[src/logic/bpc_pkg.sv]
package bpc_pkg;

    // Register byte addresses.
    localparam logic [7:0] A_CTRL = 8'h00;
    localparam logic [7:0] A_CFG  = 8'h04;
    localparam logic [7:0] A_RX   = 8'h08;
    localparam logic [7:0] A_STAT = 8'h0c;

    // Field positions.
    localparam int CTRL_FIN  = 8;
    localparam int ST_STATE  = 4;
    localparam int ST_ERASED = 8;
    localparam int ST_SAD    = 9;
    localparam int ST_LOCKED = 10;
    localparam int ST_READY  = 11;

    // Packet bytes.
    localparam logic [7:0] MARK_START = 8'h81;
    localparam logic [7:0] MARK_END   = 8'h03;
    localparam logic [7:0] RES_ERR    = 8'hff;
    localparam logic [7:0] AREA_PROT  = 8'h01;
    localparam logic [7:0] AREA_PBP   = 8'h02;
    localparam logic [15:0] CANCEL_LEN = 16'h0001;

    // Timing.
    localparam int T_CLK_KHZ      = 40000;
    localparam int T_INIT_MAIN_MS = 137;
    localparam int T_INIT_FAST_MS = 2773;
    localparam int T_INIT2_MS     = 82;
    localparam int T_RESP_S       = 3;
    localparam int INIT_MAIN_CYC  = T_INIT_MAIN_MS * T_CLK_KHZ;
    localparam int INIT_FAST_CYC  = T_INIT_FAST_MS * T_CLK_KHZ;
    localparam int INIT2_CYC      = T_INIT2_MS * T_CLK_KHZ;
    localparam int RESP_CYC       = T_RESP_S * 1000 * T_CLK_KHZ;

    typedef enum logic [3:0] {
        C_NONE, C_ENC_WRITE, C_CERT_UPD, C_AUTH, C_KEY_SET, C_WRITE, C_READ,
        C_XFL_SET, C_LC_TRANSIT, C_LC_REQ, C_PL_TRANSIT, C_PL_REQ, C_AL_REQ
    } bpc_cmd_t;

    typedef enum logic [3:0] {
        S_OK, S_BUSY, S_PROT_ERR, S_PKT_ERR, S_SUM_ERR, S_CANCELED, S_ACC_ERR
    } bpc_sts_t;

    typedef struct packed {
        logic use_fast_osc;
        logic trn_lock_boot;
        logic pbp_cert;
        logic lock_bit;
        logic pbp_any;
        logic flash_protect_select;
        logic boot_swap_flag;
    } bpc_cfg_t;

endpackage : bpc_pkg

[src/logic/bpc_engine.sv]
// Operation
// - Refuse encrypted write once block protection set.
// - Refuse encrypted write when both flags zero.
// - Locked protected area cannot be rewritten.
// - Protected write after block protection aborts.
// - Certificate update refused when its area protected.
// - Acceptance failure changes nothing; later failure erases.
// - Success keeps data; lock only if requested.
// - Cancel packet aborts multi-packet command to idle.
// - Cancel packet is 81 00 01 FF 00 03.
// - Cancel accepted in every multi-packet data phase.
// - Initial setting within 137 or 2773 ms.
// - Second setting step within 82 ms.
// - State and level commands answered within 3 s.
// - Packet, checksum, length error returns to idle.
`timescale 1ns/1ps
module bpc_engine #(
    parameter int          INIT_MAIN_CYC = bpc_pkg::INIT_MAIN_CYC,
    parameter int          INIT_FAST_CYC = bpc_pkg::INIT_FAST_CYC,
    parameter int          INIT2_CYC     = bpc_pkg::INIT2_CYC,
    parameter int          RESP_CYC      = bpc_pkg::RESP_CYC,
    parameter int          WORK_CYC      = 16,
    parameter logic [15:0] MAX_LEN       = 16'h0400
) (
    input  wire logic        pclk,        // 40 MHz bus clock
    input  wire logic        presetn,     // async reset, low
    input  wire logic        psel,        // APB select
    input  wire logic        penable,     // APB access phase
    input  wire logic        pwrite,      // APB direction
    input  wire logic [7:0]  paddr,       // APB byte address
    input  wire logic [31:0] pwdata,      // APB write data
    output logic      [31:0] prdata,      // APB read data
    output logic             pready,      // APB ready
    output logic             pslverr,     // APB error
    output logic             locked_boot  // lifecycle in locked-boot state
);

    typedef enum logic [2:0] {E_INIT1, E_INIT2, E_IDLE, E_ENC, E_MULTI, E_TIMED} bpc_st_t;
    typedef enum logic [2:0] {P_IDLE, P_LNH, P_LNL, P_RES, P_DATA, P_SUM, P_ETX} bpc_ps_t;

    // Work is capped by the limit, so a slow setup still meets its deadline.
    function automatic logic due(input logic [26:0] cnt, input int work, input int lim);
        int w;
        w = (work < lim) ? work : lim;
        due = (cnt >= 27'(w - 1));
    endfunction : due

    bpc_st_t           st;
    bpc_st_t           next_st;
    bpc_ps_t           ps;
    bpc_pkg::bpc_sts_t sts;
    bpc_pkg::bpc_sts_t next_sts;
    bpc_pkg::bpc_cfg_t cfg;
    bpc_pkg::bpc_cmd_t last_cmd;
    logic [26:0]       tmr;
    logic [15:0]       len;
    logic [15:0]       cnt;
    logic [7:0]        sum;
    logic [7:0]        res;
    logic              sum_bad;
    logic              erased;
    logic              next_erased;
    logic              sad_undef;
    logic              next_sad;
    logic              pbp_seen;
    logic              next_pbp;
    logic              next_lock;

    // Bus decode.
    wire        acc      = psel & penable & ~pready;
    // Writes land at the completing edge, while the master still holds pwdata.
    wire        done     = psel & penable & pready;
    wire        hit      = paddr == bpc_pkg::A_CTRL || paddr == bpc_pkg::A_CFG
                           || paddr == bpc_pkg::A_RX || paddr == bpc_pkg::A_STAT;
    wire        wr_ctrl  = done & pwrite & (paddr == bpc_pkg::A_CTRL);
    wire        wr_cfg   = done & pwrite & (paddr == bpc_pkg::A_CFG);
    wire        rx_v     = done & pwrite & (paddr == bpc_pkg::A_RX);
    wire [7:0]  rx       = pwdata[7:0];
    wire        cmd_go   = wr_ctrl & (pwdata[3:0] != 4'h0);
    wire        fin      = wr_ctrl & pwdata[bpc_pkg::CTRL_FIN];
    wire bpc_pkg::bpc_cmd_t cmd_in = bpc_pkg::bpc_cmd_t'(pwdata[3:0]);
    wire        ready    = st != E_INIT1 && st != E_INIT2;
    wire [31:0] stat_w   = {20'h0, ready, locked_boot, sad_undef, erased,
                            1'b0, st, sts};
    wire [31:0] rd_mux   = paddr == bpc_pkg::A_CTRL ? {28'h0, last_cmd}
                         : paddr == bpc_pkg::A_CFG  ? {25'h0, cfg}
                         : paddr == bpc_pkg::A_STAT ? stat_w : 32'h0;

    // Packet events.
    wire [15:0] len_new  = {len[15:8], rx};
    wire        len_bad  = rx_v && ps == P_LNL && (len_new == 16'h0 || len_new > MAX_LEN);
    wire        etx_v    = rx_v && ps == P_ETX;
    wire        etx_ok   = etx_v && rx == bpc_pkg::MARK_END;
    wire        pkt_err  = len_bad || (etx_v && (rx != bpc_pkg::MARK_END || sum_bad));
    wire        pkt_ok   = etx_ok && !sum_bad;
    wire bpc_pkg::bpc_sts_t pkt_code = (etx_ok && sum_bad) ? bpc_pkg::S_SUM_ERR
                                                           : bpc_pkg::S_PKT_ERR;
    wire        cancel   = pkt_ok && len == bpc_pkg::CANCEL_LEN
                           && res == bpc_pkg::RES_ERR;
    wire        prot_pkt = pkt_ok && !cancel && res == bpc_pkg::AREA_PROT;
    wire        pbp_pkt  = pkt_ok && !cancel && res == bpc_pkg::AREA_PBP;
    wire        in_multi = st == E_ENC || st == E_MULTI;

    // Deadlines.
    wire        init1_due = due(tmr, WORK_CYC, cfg.use_fast_osc ? INIT_FAST_CYC
                                                                : INIT_MAIN_CYC);
    wire        init2_due = due(tmr, WORK_CYC, INIT2_CYC);
    wire        resp_due  = due(tmr, WORK_CYC, RESP_CYC);

    // One wait state on every access keeps read data registered.
    always_ff @(posedge pclk or negedge presetn) begin
        if (!presetn) begin
            pready  <= 1'b0;
            pslverr <= 1'b0;
            prdata  <= 32'h0;
        end else begin
            pready  <= acc;
            pslverr <= acc & ~hit;
            prdata  <= (acc & ~pwrite) ? rd_mux : 32'h0;
        end
    end

    always_ff @(posedge pclk or negedge presetn) begin
        if (!presetn) begin
            cfg      <= '0;
            last_cmd <= bpc_pkg::C_NONE;
        end else begin
            if (wr_cfg)
                cfg <= bpc_pkg::bpc_cfg_t'(pwdata[6:0]);
            if (cmd_go && st == E_IDLE)
                last_cmd <= cmd_in;
        end
    end

    // Byte stream parser; a bad length drops the packet at once.
    always_ff @(posedge pclk or negedge presetn) begin
        if (!presetn) begin
            ps      <= P_IDLE;
            len     <= 16'h0;
            cnt     <= 16'h0;
            sum     <= 8'h0;
            res     <= 8'h0;
            sum_bad <= 1'b0;
        end else if (rx_v) begin
            case (ps)
                P_IDLE: begin
                    sum <= 8'h0;
                    if (rx == bpc_pkg::MARK_START)
                        ps <= P_LNH;
                end
                P_LNH: begin
                    len <= {rx, 8'h00};
                    sum <= rx;
                    ps  <= P_LNL;
                end
                P_LNL: begin
                    len <= len_new;
                    sum <= sum + rx;
                    ps  <= len_bad ? P_IDLE : P_RES;
                end
                P_RES: begin
                    res <= rx;
                    sum <= sum + rx;
                    cnt <= len - 16'h1;
                    ps  <= (len == 16'h1) ? P_SUM : P_DATA;
                end
                P_DATA: begin
                    sum <= sum + rx;
                    cnt <= cnt - 16'h1;
                    if (cnt == 16'h1)
                        ps <= P_SUM;
                end
                P_SUM: begin
                    sum_bad <= (8'(sum + rx) != 8'h00);
                    ps      <= P_ETX;
                end
                default: ps <= P_IDLE;
            endcase
        end
    end

    always_comb begin
        next_st     = st;
        next_sts    = sts;
        next_lock   = locked_boot;
        next_erased = erased;
        next_sad    = sad_undef;
        next_pbp    = pbp_seen;
        case (st)
            E_INIT1: if (init1_due) next_st = E_INIT2;
            E_INIT2: if (init2_due) next_st = E_IDLE;
            E_IDLE: if (cmd_go) begin
                next_sts = bpc_pkg::S_BUSY;
                next_pbp = 1'b0;
                case (cmd_in)
                    bpc_pkg::C_ENC_WRITE: begin
                        // A refusal here leaves erased, sad_undef and locked_boot untouched; pbp_seen is still cleared.
                        if (cfg.pbp_any)
                            next_sts = bpc_pkg::S_PROT_ERR;
                        else if (!cfg.boot_swap_flag && !cfg.flash_protect_select)
                            next_sts = bpc_pkg::S_PROT_ERR;
                        else begin
                            next_st     = E_ENC;
                            next_erased = 1'b1;
                            next_sad    = 1'b0;
                        end
                    end
                    bpc_pkg::C_CERT_UPD: begin
                        if (cfg.pbp_cert)
                            next_sts = bpc_pkg::S_PROT_ERR;
                        else
                            next_st = E_MULTI;
                    end
                    bpc_pkg::C_AUTH, bpc_pkg::C_KEY_SET, bpc_pkg::C_WRITE,
                    bpc_pkg::C_READ, bpc_pkg::C_XFL_SET: next_st = E_MULTI;
                    bpc_pkg::C_LC_TRANSIT, bpc_pkg::C_LC_REQ, bpc_pkg::C_PL_TRANSIT,
                    bpc_pkg::C_PL_REQ, bpc_pkg::C_AL_REQ: next_st = E_TIMED;
                    default: next_sts = bpc_pkg::S_ACC_ERR;
                endcase
            end
            E_ENC, E_MULTI: begin
                if (pkt_err) begin
                    next_st  = E_IDLE;
                    next_sts = pkt_code;
                    next_sad = sad_undef | (st == E_ENC);
                end else if (cancel) begin
                    next_st  = E_IDLE;
                    next_sts = bpc_pkg::S_CANCELED;
                    next_sad = sad_undef | (st == E_ENC);
                end else if (st == E_ENC && prot_pkt && (cfg.lock_bit || pbp_seen)) begin
                    next_st  = E_IDLE;
                    next_sts = bpc_pkg::S_PROT_ERR;
                    next_sad = 1'b1;
                end else if (st == E_ENC && pbp_pkt) begin
                    next_pbp = 1'b1;
                end else if (fin) begin
                    next_st  = E_IDLE;
                    next_sts = bpc_pkg::S_OK;
                    if (st == E_ENC) begin
                        next_erased = 1'b0;
                        next_lock   = locked_boot | cfg.trn_lock_boot;
                    end
                end
            end
            E_TIMED: if (resp_due) begin
                next_st  = E_IDLE;
                next_sts = bpc_pkg::S_OK;
            end
            default: next_st = E_IDLE;
        endcase
    end

    always_ff @(posedge pclk or negedge presetn) begin
        if (!presetn) begin
            st          <= E_INIT1;
            sts         <= bpc_pkg::S_OK;
            locked_boot <= 1'b0;
            erased      <= 1'b0;
            sad_undef   <= 1'b0;
            pbp_seen    <= 1'b0;
        end else begin
            st          <= next_st;
            sts         <= next_sts;
            locked_boot <= next_lock;
            erased      <= next_erased;
            sad_undef   <= next_sad;
            pbp_seen    <= next_pbp;
        end
    end

    // The timer restarts on every state change and saturates.
    always_ff @(posedge pclk or negedge presetn) begin
        if (!presetn)
            tmr <= 27'h0;
        else if (next_st != st)
            tmr <= 27'h0;
        else if (tmr != '1)
            tmr <= tmr + 27'h1;
    end

    wire go_enc = st == E_IDLE && cmd_go && cmd_in == bpc_pkg::C_ENC_WRITE;
endmodule : bpc_engine

[config.mk]
export PLATFORM = sky130hd
export DESIGN_NAME = bpc_engine
export DESIGN_NICKNAME = d
export VERILOG_FILES = /design/src/logic/bpc_pkg.sv /design/src/logic/bpc_engine.sv
export SDC_FILE = /design/constraint.sdc
export NUM_CORES = 1
export LEC_CHECK = 0
export BUFFER_PORTS_ARGS = -buffer_cell sky130_fd_sc_hd__buf_2
export CAP_MARGIN = 20
export CORE_AREA = 2 2 136 138
export DETAILED_ROUTE_END_ITERATION = 8
export DIE_AREA = 0 0 138 140
export GPL_TIMING_DRIVEN = 0
export SYNTH_ARGS = -nofsm -noshare
export SYNTH_HDL_FRONTEND = slang
export SYNTH_SLANG_ARGS = --single-unit
[constraint.sdc]
create_clock -name pclk -period 3 [get_ports pclk]
set_clock_uncertainty 0.05 [all_clocks]
set_input_delay 0.15 -clock pclk [delete_from_list [all_inputs] [get_ports pclk]]
set_output_delay 0.15 -clock pclk [all_outputs]
set_load 0.02 [all_outputs]
==> key figures, run 1 <==
Critical path
  – Req. time, crit path: 3.25 ns
  – Crit end category: flop
  – CP Cell Sequence: nor3_1 -> nor3b_1 -> and2b_1 -> a2111oi_4 -> buf_4 -> o31ai_4 -> o22a_1 -> mux2_2
  – Critical Path Start Type: flop
  – CP max FO: 8
  – Critical path type: reg2reg
  – RR Startpoint: len[12]
  – Worst path max stage delay: 0.41 ns
  – Setup crit start: len[12]
  – RR Endpoint: sts[2]
  – Worst path slowest cell: dfrtp_1
  – Bufs and invs on worst path: 1
  – Flop2flop setup slack: 0.21 ns
  – Top delay family on crit path: simple AND/OR/NAND/NOR gates
  – R2R depth: 8
  – CP arrival: 3.04 ns

STA
  – Final setup fails: 0
  – Final hold violation count: 0
  – Fin crit share: 0.931
  – Slew Limit Fails: 0
  – PnR worst setup slack: 0.206 ns
  – Max Fclk: 358 MHz
  – Slew HR: 0.569
  – RSZ-0062 raised after global routing: false
  – Tmin final: 2.79 ns
  – Slew at the pin closest to its max-slew limit: 0.640 ns

Routing
  – Final wirelength: 16700 um
  – Post-route DRC: 0
  – Via count: 5573
  – Initial drt markers: 381
  – Drt wl/cell: 15.9 um
  – Final ANT Viol Nets: 0
  – Pre-antenna DRT Iters: 7
  – Vias per inst: 5.31

Global routing
  – Total global-route track usage: 0.178
  – Vias in the first global route: 5459
  – Largest net degree at the start of global routing: 62
  – Antenna violations before repair: 0
  – Total gr overflow: 0
  – First-pass GRT wire length: 27800 um

Logic synthesis
  – Cells after Synth: 723
  – Yosys top cell area share: 0.414
  – Post-synth EDFFs: 0
  – Post-synthesis sequential area ratio: 0.414
  – Count leader, synth: dfrtp_1
  – Synth async-reset ratio: 1.00
  – Yosys cell types: 70
  – Largest cells by area after synthesis: dfrtp_1 41%, mux2_2 4.3%, nor2_1 3.9%
  – Synth warnings: 0
  – Synthesized flop and latch total: 113
  – Area leader, netlist: dfrtp_1
  – Most frequent cells after synthesis: 113 x dfrtp_1, 71 x nor2_1, 65 x nand2_1
  – Synth Flop Type: dfrtp_1
  – Mean Syn Cell Area: 9.44 um2
  – Synthesized area: 0.00683 mm2

Power
  – Clk pwr share: 0.546
  – Register share of total power: 0.395
  – Gate power share: 0.058
  – Worst VDD drop: 361 uV
  – Pleak: 3.80 nW
  – Sw Pwr: 0.000910 W
  – Pint: 0.00316 W
  – Power per Cell Area: 498 mW/mm2
  – Net Sw Frac: 0.223

Die
  – Die area: 0.0193 mm2
  – Initial Utilization: 0.384
  – Die X: 138 um
  – Die height: 140 um
  – Ports: 80
  – Row cnt: 49
  – Total core area: 0.0178 mm2

Clock network
  – Clock buffer depth: 2
  – Clock-pin slew on the worst setup and hold paths: 0.05 ns
  – Clock Tree Root: clkbuf_16
  – CTS tree: built
  – H-tree levels: 4
  – Num CTS Buffers: 17
  – Clock sink total: 113
  – Clock Latency Late Sink: 0.42 ns

Cells and area
  – Layout cell share with drive strength beyond 1: 0.210
  – Filler cells: 1741
  – Final-stage net count: 866
  – Register Area: 0.00283 mm2
  – Design Area, Final: 0.00818 mm2
  – # diodes: 0
  – Multi-input gate area: 0.00371 mm2
  – Non-Filler Instances: 1050
  – Synthesis-to-finish area growth: 19.8%

Placement
  – Pre-CTS setup slack: -0.185 ns
  – DP Wirelength: 11700 um
  – Port-buffer cells: 34
  – Placed Area: 0.00740 mm2
  – GPL Wtd Cong: 0.831
  – Placed insts: 1008

Hold path
  – Hold Crit Class: in2reg
  – Hold EP: pready
  – Hold Crit Depth: 3
  – Hold path startpoint: psel

Run
  – Maxcap violations: 0

Status
  – Status: finished clean
## power groups by stage
stage / combinational (W) / clock (W) / sequential (W)
final: 0.000238 / 0.00223 / 0.00161
after global routing: 0.000265 / 0.00233 / 0.00162
after CTS: 0.000241 / 0.00226 / 0.00161
after detailed placement: 0.000235 / 0 / 0.00163
after global placement: 0.000227 / 0 / 0.00163
after floorplan: 0.000140 / 0 / 0.00163
## routing by layer
layer  vias to the layer above  global-route usage  part of all wire
li1                       2749                   -                 -
met2                       138               0.275              0.46
met1                      2666               0.251              0.48
met4                         0              0.0623             0.016
met5                         -                   0                 0
met3                        20              0.0352             0.044
## state kept, by name, summed over array words and instances, names as in the netlist, 4 cells and up
| name | flops |
|---|---|
| last_cmd | 4 |
| len | 16 |
| cfg | 7 |
| prdata | 11 |
| res | 8 |
| tmr | 27 |
| sum | 8 |
| cnt | 16 |
## worst register-to-register path: stages, from the launching register on
cell	delay, ns
dfrtp_1	0.41
nor3_1	0.38
nor3b_1	0.40
and2b_1	0.24
a2111oi_4	0.08
buf_4	0.20
o31ai_4	0.30
o22a_1	0.28
mux2_2	0.35
## worst max-delay path by stage
stage,end,slack [ns],cells after the start
2_1_floorplan,tmr[25],0.35,9
3_3_place_gp,tmr[12],-0.39,9
3_5_place_dp,tmr[9],-0.18,10
4_1_cts,tmr[9],0.04,9
5_1_grt,tmr[9],0.02,10
6_report,sts[2],0.21,8
## cells by family (layout without fill, tap and decap cells)
| kind of cell | count (synthesis) | after routing | share of synthesized area |
|---|---|---|---|
| flip-flops | 113 | 113 | 0.414 |
| XOR/XNOR | 42 | 42 | 0.0550 |
| AO/OA/AOI/OAI | 144 | 144 | 0.142 |
| other | 1 | 21 | 0.000549 |
| multiplexers | 32 | 32 | 0.0517 |
| adder cells (fa/ha/maj) | 13 | 13 | 0.0249 |
| buffers and inverters | 73 | 151 | 0.0605 |
| AND/OR/NAND/NOR | 305 | 305 | 0.251 |
## placed cells by master (no fill, tap or decap), types with 22 or more instances in the layout
master | synthesis | final
dfrtp_1 | 113 | 113
nor3_1 | 25 | 25
o21ai_0 | 46 | 46
buf_4 | 25 | 29
nor2_1 | 71 | 71
a21oi_1 | 29 | 29
nor4_1 | 24 | 22
clkbuf_1 | 24 | 26
buf_2 | 2 | 37
mux2_2 | 26 | 26
nand2_1 | 65 | 65
## per-stage QoR
step           hold slack, ns  setup TNS (ns)  utilization  total power [W]
5_1_grt                0.0259               0        0.460          0.00421
3_3_place_gp            0.412           -8.42        0.414          0.00186
2_1_floorplan          -0.196               0            -          0.00177
4_1_cts               0.00230               0        0.457          0.00411
3_5_place_dp           0.0995           -3.56        0.416          0.00187
6_report              0.00683               0        0.460          0.00408
## layout make-up
type	count	share of cell area
buffer	59	0.0442
clock buffer	22	0.0568
clock inverter	10	0.0222
inverter	14	0.00643
multi-input combinational	557	0.454
sequential	113	0.346
tap	229	0.0350
timing repair buffer	46	0.0360
## timing repair
action / CTS / global route
setup endpoints to repair: 21 / 31
buffers inserted: 1 / 3
cloned: 0 / 0
endpoints found under the hold margin: 54 / 0
gates resized for setup: 3 / 5
pin swaps: 2 / 1
hold buffers: 5 / 0
No activity file was read; power rests on OpenSTA's default activity.
==> inputs of run 2 (changes only) <==
clock period = 2.74 ns   (was 3 ns; I/O delays follow)
==> run 2 against run 1 <==
Against the previous run:
- worst hold slack better by 0.041 ns
- maximum frequency is 3.5% higher
- via count is 0.56% higher
- routed wire length increased by 1.2%
- combinational power is 11% higher
- critical path depth is 3 higher
- clock power grew 9.9%
- highest routed layer unchanged
- core utilization rose by 1.0 points
- cell count increased by 0.95%
==> key figures, run 2 (synthesis gave the netlist of run 1 again) <==
Clock network
  – Clock Tree Root: clkbuf_16
  – Clock sink total: 113 (unchanged)
  – Clock-pin slew on the worst setup and hold paths: 0.06 ns (about the same)
  – H-tree levels: 4 (unchanged)
  – Clock Latency Late Sink: 0.42 ns (about the same)
  – Num CTS Buffers: 17 (unchanged)
  – Clock buffer depth: 2 (unchanged)
  – CTS tree: built

Critical path
  – Worst path slowest cell: or4b_4
  – Crit-path most repeated cell: buf_4
  – RR Startpoint: st[2]
  – Flop2flop setup slack: 0.04 ns (-0.17 ns)
  – RR Endpoint: tmr[10]
  – Bufs and invs on worst path: 4 (+3)
  – Worst path max stage delay: 0.55 ns (+0.14 ns)
  – Critical Path Start Type: flop
  – CP max FO: 9 (+1)
  – Req. time, crit path: 3.00 ns (-0.25 ns)
  – R2R depth: 11 (+3)
  – Top delay family on crit path: simple AND/OR/NAND/NOR gates
  – Critical Path Stages: 11 (+3)
  – CP arrival: 2.96 ns (-0.08 ns)
  – Critical path type: reg2reg
  – Crit end category: flop
  – CP Cell Sequence: buf_6 -> and3b_2 -> nand3_2 -> or4b_4 -> a31oi_4 -> buf_4 -> nor4_2 -> a211oi_4 -> buf_4 -> clkbuf_4 -> nor3_2

Placement
  – GPL Wtd Cong: 0.831 (unchanged)
  – Pre-CTS setup slack: -0.432 ns (-0.247 ns)
  – Placed insts: 1008 (unchanged)
  – Port-buffer cells: 34 (unchanged)
  – DP Wirelength: 11700 um (unchanged)

Power
  – Net Sw Frac: 0.226 (+0.00214)
  – Pleak: 3.89 nW (+2.3%)
  – Clk pwr share: 0.547 (about the same)
  – Register share of total power: 0.395 (about the same)
  – Gate power share: 0.059 (about the same)
  – Sw Pwr: 0.00101 W (+11%)
  – Power per Cell Area: 536 mW/mm2 (+7.5%)
  – Worst VDD drop: 398 uV (+10%)
  – Pint: 0.00347 W (+9.6%)

Routing
  – Wire length on met1: 8240 um (+2.6%)
  – Via count: 5604 (+0.56%)
  – Met3 routed WL: 650 um (-10%)
  – Final wirelength: 16900 um (+1.2%)
  – Pre-antenna DRT Iters: 5 (-2)
  – Vias per inst: 5.29 (-0.39%)
  – Post-route DRC: 0 (unchanged)
  – Top Layer Used: met4
  – Final ANT Viol Nets: 0 (unchanged)
  – WL met2: 7710 um (+1.0%)
  – Initial drt markers: 344 (-9.7%)
  – Drt wl/cell: 15.9 um (+0.21%)

STA
  – PnR worst setup slack: 0.0398 ns (-0.167 ns)
  – Final setup fails: 0 (unchanged)
  – Final hold violation count: 0 (unchanged)
  – Fin crit share: 0.985 (+0.0543)
  – Slew at the pin closest to its max-slew limit: 0.635 ns (-0.00467 ns)
  – Tmin final: 2.70 ns (-0.0934 ns)
  – Max Fclk: 370 MHz (+3.5%)
  – Slew Limit Fails: 0 (unchanged)
  – Slew HR: 0.573 (+0.00314)

Hold path
  – Hold path startpoint: pwrite
  – Hold EP: prdata[1]
  – Hold Crit Depth: 3 (unchanged)
  – Hold Crit Class: in2reg

Cells and area
  – # diodes: 0 (unchanged)
  – Register Area: 0.00283 mm2 (about the same)
  – Max FFs per register: 27 (unchanged)
  – Most frequent cells in the layout: 112 x dfrtp_1, 69 x nor2_1, 64 x nand2_1, 46 x o21ai_0, 37 x buf_2
  – Multi-input gate area: 0.00380 mm2 (+2.4%)
  – Filler cells: 1720 (-1.2%)
  – Layout cell share with drive strength beyond 1: 0.238 (+0.0288)
  – Top flop regs: tmr (27), cnt (16), len (16)
  – Final-stage net count: 876 (+1.2%)
  – Fin util: 0.470 (+0.0101)
  – Commonest non-fill, non-tap cell in the layout: dfrtp_1
  – Largest register by flop count: tmr
  – Non-Filler Instances: 1060 (+0.95%)
  – Synthesis-to-finish area growth: 22.4%

Die
  – Die area: 0.0193 mm2 (unchanged)
  – Total core area: 0.0178 mm2 (unchanged)
  – Ports: 80 (unchanged)
  – Die X: 138 um (unchanged)
  – Initial Utilization: 0.384 (unchanged)
  – Die height: 140 um (unchanged)
  – Row cnt: 49 (unchanged)

Global routing
  – Vias in the first global route: 5498 (+0.71%)
  – Largest net degree at the start of global routing: 62 (unchanged)
  – Total global-route track usage: 0.179 (+0.000882)
  – Antenna violations before repair: 0 (unchanged)
  – First-pass GRT wire length: 27900 um (+0.47%)
  – Total gr overflow: 0 (unchanged)

Status
  – Status: finished clean

Run
  – Maxcap violations: 0 (unchanged)
run 2: cell types whose count changed in the layout (fill, tap and decap cells not counted), sizes merged:
cell	before	now
buf	73	83
run 2: routing by layer:
| metal | vias up | global-route usage |
|---|---|---|
| met4 | 0 | 0.0628 |
| li1 | 2764 | - |
| met1 | 2695 | 0.250 |
| met5 | - | 0 |
| met2 | 123 | 0.278 |
| met3 | 22 | 0.0359 |
run 2: timing repair:
item	4_1_cts	5_1_grt
pin swaps	4	6
hold endpoints to repair	54	0
setup buffers	7	7
gates resized for setup	9	22
endpoints found under the setup margin	30	64
gates cloned	0	1
hold buffers	5	0
run 2: worst max path at each step:
stage	startpoint	endpoint	slack [ns]
floorplan	st[2]	tmr[25]	0.09
global placement	paddr[3]	tmr[12]	-0.63
detailed placement	pwdata[2]	tmr[9]	-0.43
CTS	tmr[0]	tmr[20]	0.002
global route	st[2]	tmr[8]	-0.05
finish	st[2]	tmr[10]	0.04
run 2: area by class of cell:
class                           count  area share
Buffer                             58      0.0437
Clock buffer                       22      0.0556
Clock inverter                     10      0.0217
Inverter                           14     0.00629
Multi-Input combinational cell    557       0.454
Sequential cell                   113       0.339
Tap cell                          229      0.0343
Timing Repair Buffer               57      0.0455
run 2: stage by stage:
stage          hold slack, ns  area [um2]  setup TNS, ns  power [W]
4_1_cts                0.0411        8200              0    0.00450
3_5_place_dp           0.0865        7400         -11.58    0.00205
2_1_floorplan          -0.209        6900              0    0.00193
6_report               0.0475        8360              0    0.00448
5_1_grt                0.0694        8360         -0.691    0.00462
3_3_place_gp            0.399        7360         -15.72    0.00204
run 2: worst reg2reg max path: cells and delay by family (launching register included):
| family | cells | cell delay (ns) |
|---|---|---|
| compound gates | 2 | 0.43 |
| simple gates | 5 | 1.05 |
| buf+inv | 4 | 0.70 |
| flops | 1 | 0.37 |
run 2: power groups by stage:
stage / combinational (W) / clock [W] / sequential, W
final: 0.000263 / 0.00245 / 0.00177
after global routing: 0.000292 / 0.00255 / 0.00177
after CTS: 0.000264 / 0.00248 / 0.00176
after detailed placement: 0.000258 / 0 / 0.00179
after global placement: 0.000248 / 0 / 0.00179
after floorplan: 0.000154 / 0 / 0.00178
==> inputs of run 3 (changes only) <==
HOLD_SLACK_MARGIN = 0.15   (was not set)
==> run 3 against run 2 <==
Against the previous run:
- first-iteration DRC count rose by 15%
- maximum frequency about the same
- sequential share of layout area shrank 0.52 points
- largest power group unchanged
- critical endpoint unchanged
- clock power about the same
- highest routed layer unchanged
- register-to-register slack is essentially flat
- core utilization grew 0.73 points
==> key figures, run 3 (synthesis gave the netlist of run 1 again) <==
Clock network
  – Clock Tree Root: clkbuf_16
  – Clock buffer depth: 2 (unchanged)
  – Clock sink total: 113 (unchanged)
  – CTS tree: built
  – Num CTS Buffers: 17 (unchanged)
  – Clock-pin slew on the worst setup and hold paths: 0.06 ns (about the same)
  – H-tree levels: 4 (unchanged)
  – Clock Latency Late Sink: 0.42 ns (about the same)

Die
  – Ports: 80 (unchanged)
  – Row cnt: 49 (unchanged)
  – Die height: 140 um (unchanged)
  – Initial Utilization: 0.384 (unchanged)
  – Die X: 138 um (unchanged)
  – Total core area: 0.0178 mm2 (unchanged)
  – Die area: 0.0193 mm2 (unchanged)

Global routing
  – Vias in the first global route: 5576 (+1.4%)
  – Total gr overflow: 0 (unchanged)
  – First-pass GRT wire length: 28500 um (+2.0%)
  – Antenna violations before repair: 0 (unchanged)
  – Total global-route track usage: 0.183 (+0.00434)
  – Largest net degree at the start of global routing: 62 (unchanged)

Critical path
  – Top delay family on crit path: simple AND/OR/NAND/NOR gates
  – CP max FO: 9 (unchanged)
  – CP arrival: 2.96 ns (about the same)
  – Bufs and invs on worst path: 4 (unchanged)
  – Worst path max stage delay: 0.55 ns (about the same)
  – Worst path slowest cell: or4b_4
  – Critical Path Start Type: flop
  – Crit-path most repeated cell: buf_4
  – CP Cell Sequence: buf_6 -> and3b_2 -> nand3_2 -> or4b_4 -> a31oi_4 -> buf_4 -> nor4_2 -> a211oi_4 -> buf_4 -> clkbuf_4 -> nor3_2
  – Crit end category: flop
  – Critical path type: reg2reg
  – Req. time, crit path: 3.00 ns (about the same)

Cells and area
  – Synthesis-to-finish area growth: 24.3%
  – Multi-input gate area: 0.00380 mm2 (unchanged)
  – Register Area: 0.00283 mm2 (unchanged)
  – Max FFs per register: 27 (unchanged)
  – Filler cells: 1718 (-0.12%)
  – # diodes: 0 (unchanged)
  – Commonest non-fill, non-tap cell in the layout: dfrtp_1
  – Largest register by flop count: tmr
  – Top flop regs: tmr (27), cnt (16), len (16)
  – Layout cell share with drive strength beyond 1: 0.235 (-0.00367)
  – Most frequent cells in the layout: 112 x dfrtp_1, 69 x nor2_1, 64 x nand2_1, 46 x o21ai_0, 37 x buf_2
  – Final-stage net count: 889 (+1.5%)

Placement
  – Port-buffer cells: 34 (unchanged)
  – Pre-CTS setup slack: -0.432 ns (unchanged)
  – DP Wirelength: 11700 um (unchanged)
  – GPL Wtd Cong: 0.831 (unchanged)

Routing
  – Final wirelength: 17300 um (+2.5%)
  – Vias per inst: 5.30 (+0.30%)
  – Initial drt markers: 396 (+15%)
  – Via count: 5690 (+1.5%)
  – Pre-antenna DRT Iters: 6 (+1)
  – Drt wl/cell: 16.1 um (+1.3%)
  – Final ANT Viol Nets: 0 (unchanged)
  – Post-route DRC: 0 (unchanged)

STA
  – Max Fclk: 370 MHz (about the same)
  – Fin crit share: 0.986 (about the same)
  – TNS Setup: 0 ns (unchanged)
  – Slew Limit Fails: 0 (unchanged)
  – Tmin final: 2.70 ns (+0.00194 ns)
  – Worst hold slack: 0.160 ns (+0.112 ns)
  – Final setup fails: 0 (unchanged)
  – Final hold violation count: 0 (unchanged)
  – PnR worst setup slack: 0.0378 ns (-0.00194 ns)
  – Slew at the pin closest to its max-slew limit: 0.642 ns (+0.00697 ns)
  – Slew HR: 0.568 (-0.00469)

Run
  – Maxcap violations: 0 (unchanged)

Power
  – Worst VDD drop: 398 uV (about the same)
  – Power per Cell Area: 529 mW/mm2 (-1.2%)
  – Pleak: 3.94 nW (+1.4%)

Hold path
  – Hold Crit Class: in2reg

Status
  – Status: finished clean
-- run 3: cell type report --
type	count	area share
Clock buffer	22	0.0547
Timing Repair Buffer	70	0.0602
Tap cell	229	0.0338
Inverter	14	0.00619
Buffer	58	0.0431
Sequential cell	113	0.333
Clock inverter	10	0.0214
Multi-Input combinational cell	557	0.447
-- run 3: layer usage --
| metal | vias to the layer above | wire, um | global-route usage |
|---|---|---|---|
| met4 | 0 | 367 | 0.0693 |
| li1 | 2788 | - | - |
| met5 | - | 0 | 0 |
| met2 | 156 | 7890 | 0.284 |
| met3 | 27 | 827 | 0.0410 |
| met1 | 2719 | 8200 | 0.252 |
-- run 3: final timing paths --
kind / start / end / slack [ns] / cells after the start
worst max-delay path: st[2] / tmr[10] / 0.04 / 11
worst min-delay path: pwdata[0] / last_cmd[0] / 0.16 / 3
worst max register to register: st[2] / tmr[10] / 0.04 / 11
worst min register to register: locked_boot / locked_boot / 0.43 / 1
max in group asynchronous: presetn / len[1] / 1.76 / 3
min in group asynchronous: presetn / tmr[12] / 0.19 / 2
-- run 3: per-stage QoR --
stage	instances	instance area [um2]	total power (W)	util
after CTS	1065	8330	0.00452	0.468
after global routing	1073	8490	0.00464	0.477
after global placement	1006	7360	0.00204	0.414
after detailed placement	1008	7400	0.00205	0.416
final	1073	8490	0.00449	0.477
after floorplan	743	6900	0.00193	-
-- run 3: worst register-to-register path, cell delays in order, from the launching register on --
cell,delay (ns)
dfrtp_1,0.37
buf_6,0.14
and3b_2,0.30
nand3_2,0.09
or4b_4,0.55
a31oi_4,0.28
buf_4,0.17
nor4_2,0.05
a211oi_4,0.15
buf_4,0.19
clkbuf_4,0.20
nor3_2,0.06
-- run 3: timing repair --
action | in CTS | in global routing
hold buffers | 18 | 0
endpoints found under the hold margin | 147 | 0
buffers inserted | 7 | 7
setup endpoints to repair | 30 | 65
gates resized for setup | 9 | 22
cloned | 0 | 1
pin swaps | 4 | 6
-- run 3: power breakdown --
part / switching [W] / leakage [nW] / total, W / internal (W)
clock: 0.000785 / 0.314 / 0.00244 / 0.00166
sequential: 0.0000566 / 1.55 / 0.00177 / 0.00171
combinational: 0.000169 / 2.08 / 0.000281 / 0.000112
total: 0.00101 / 3.94 / 0.00449 / 0.00348
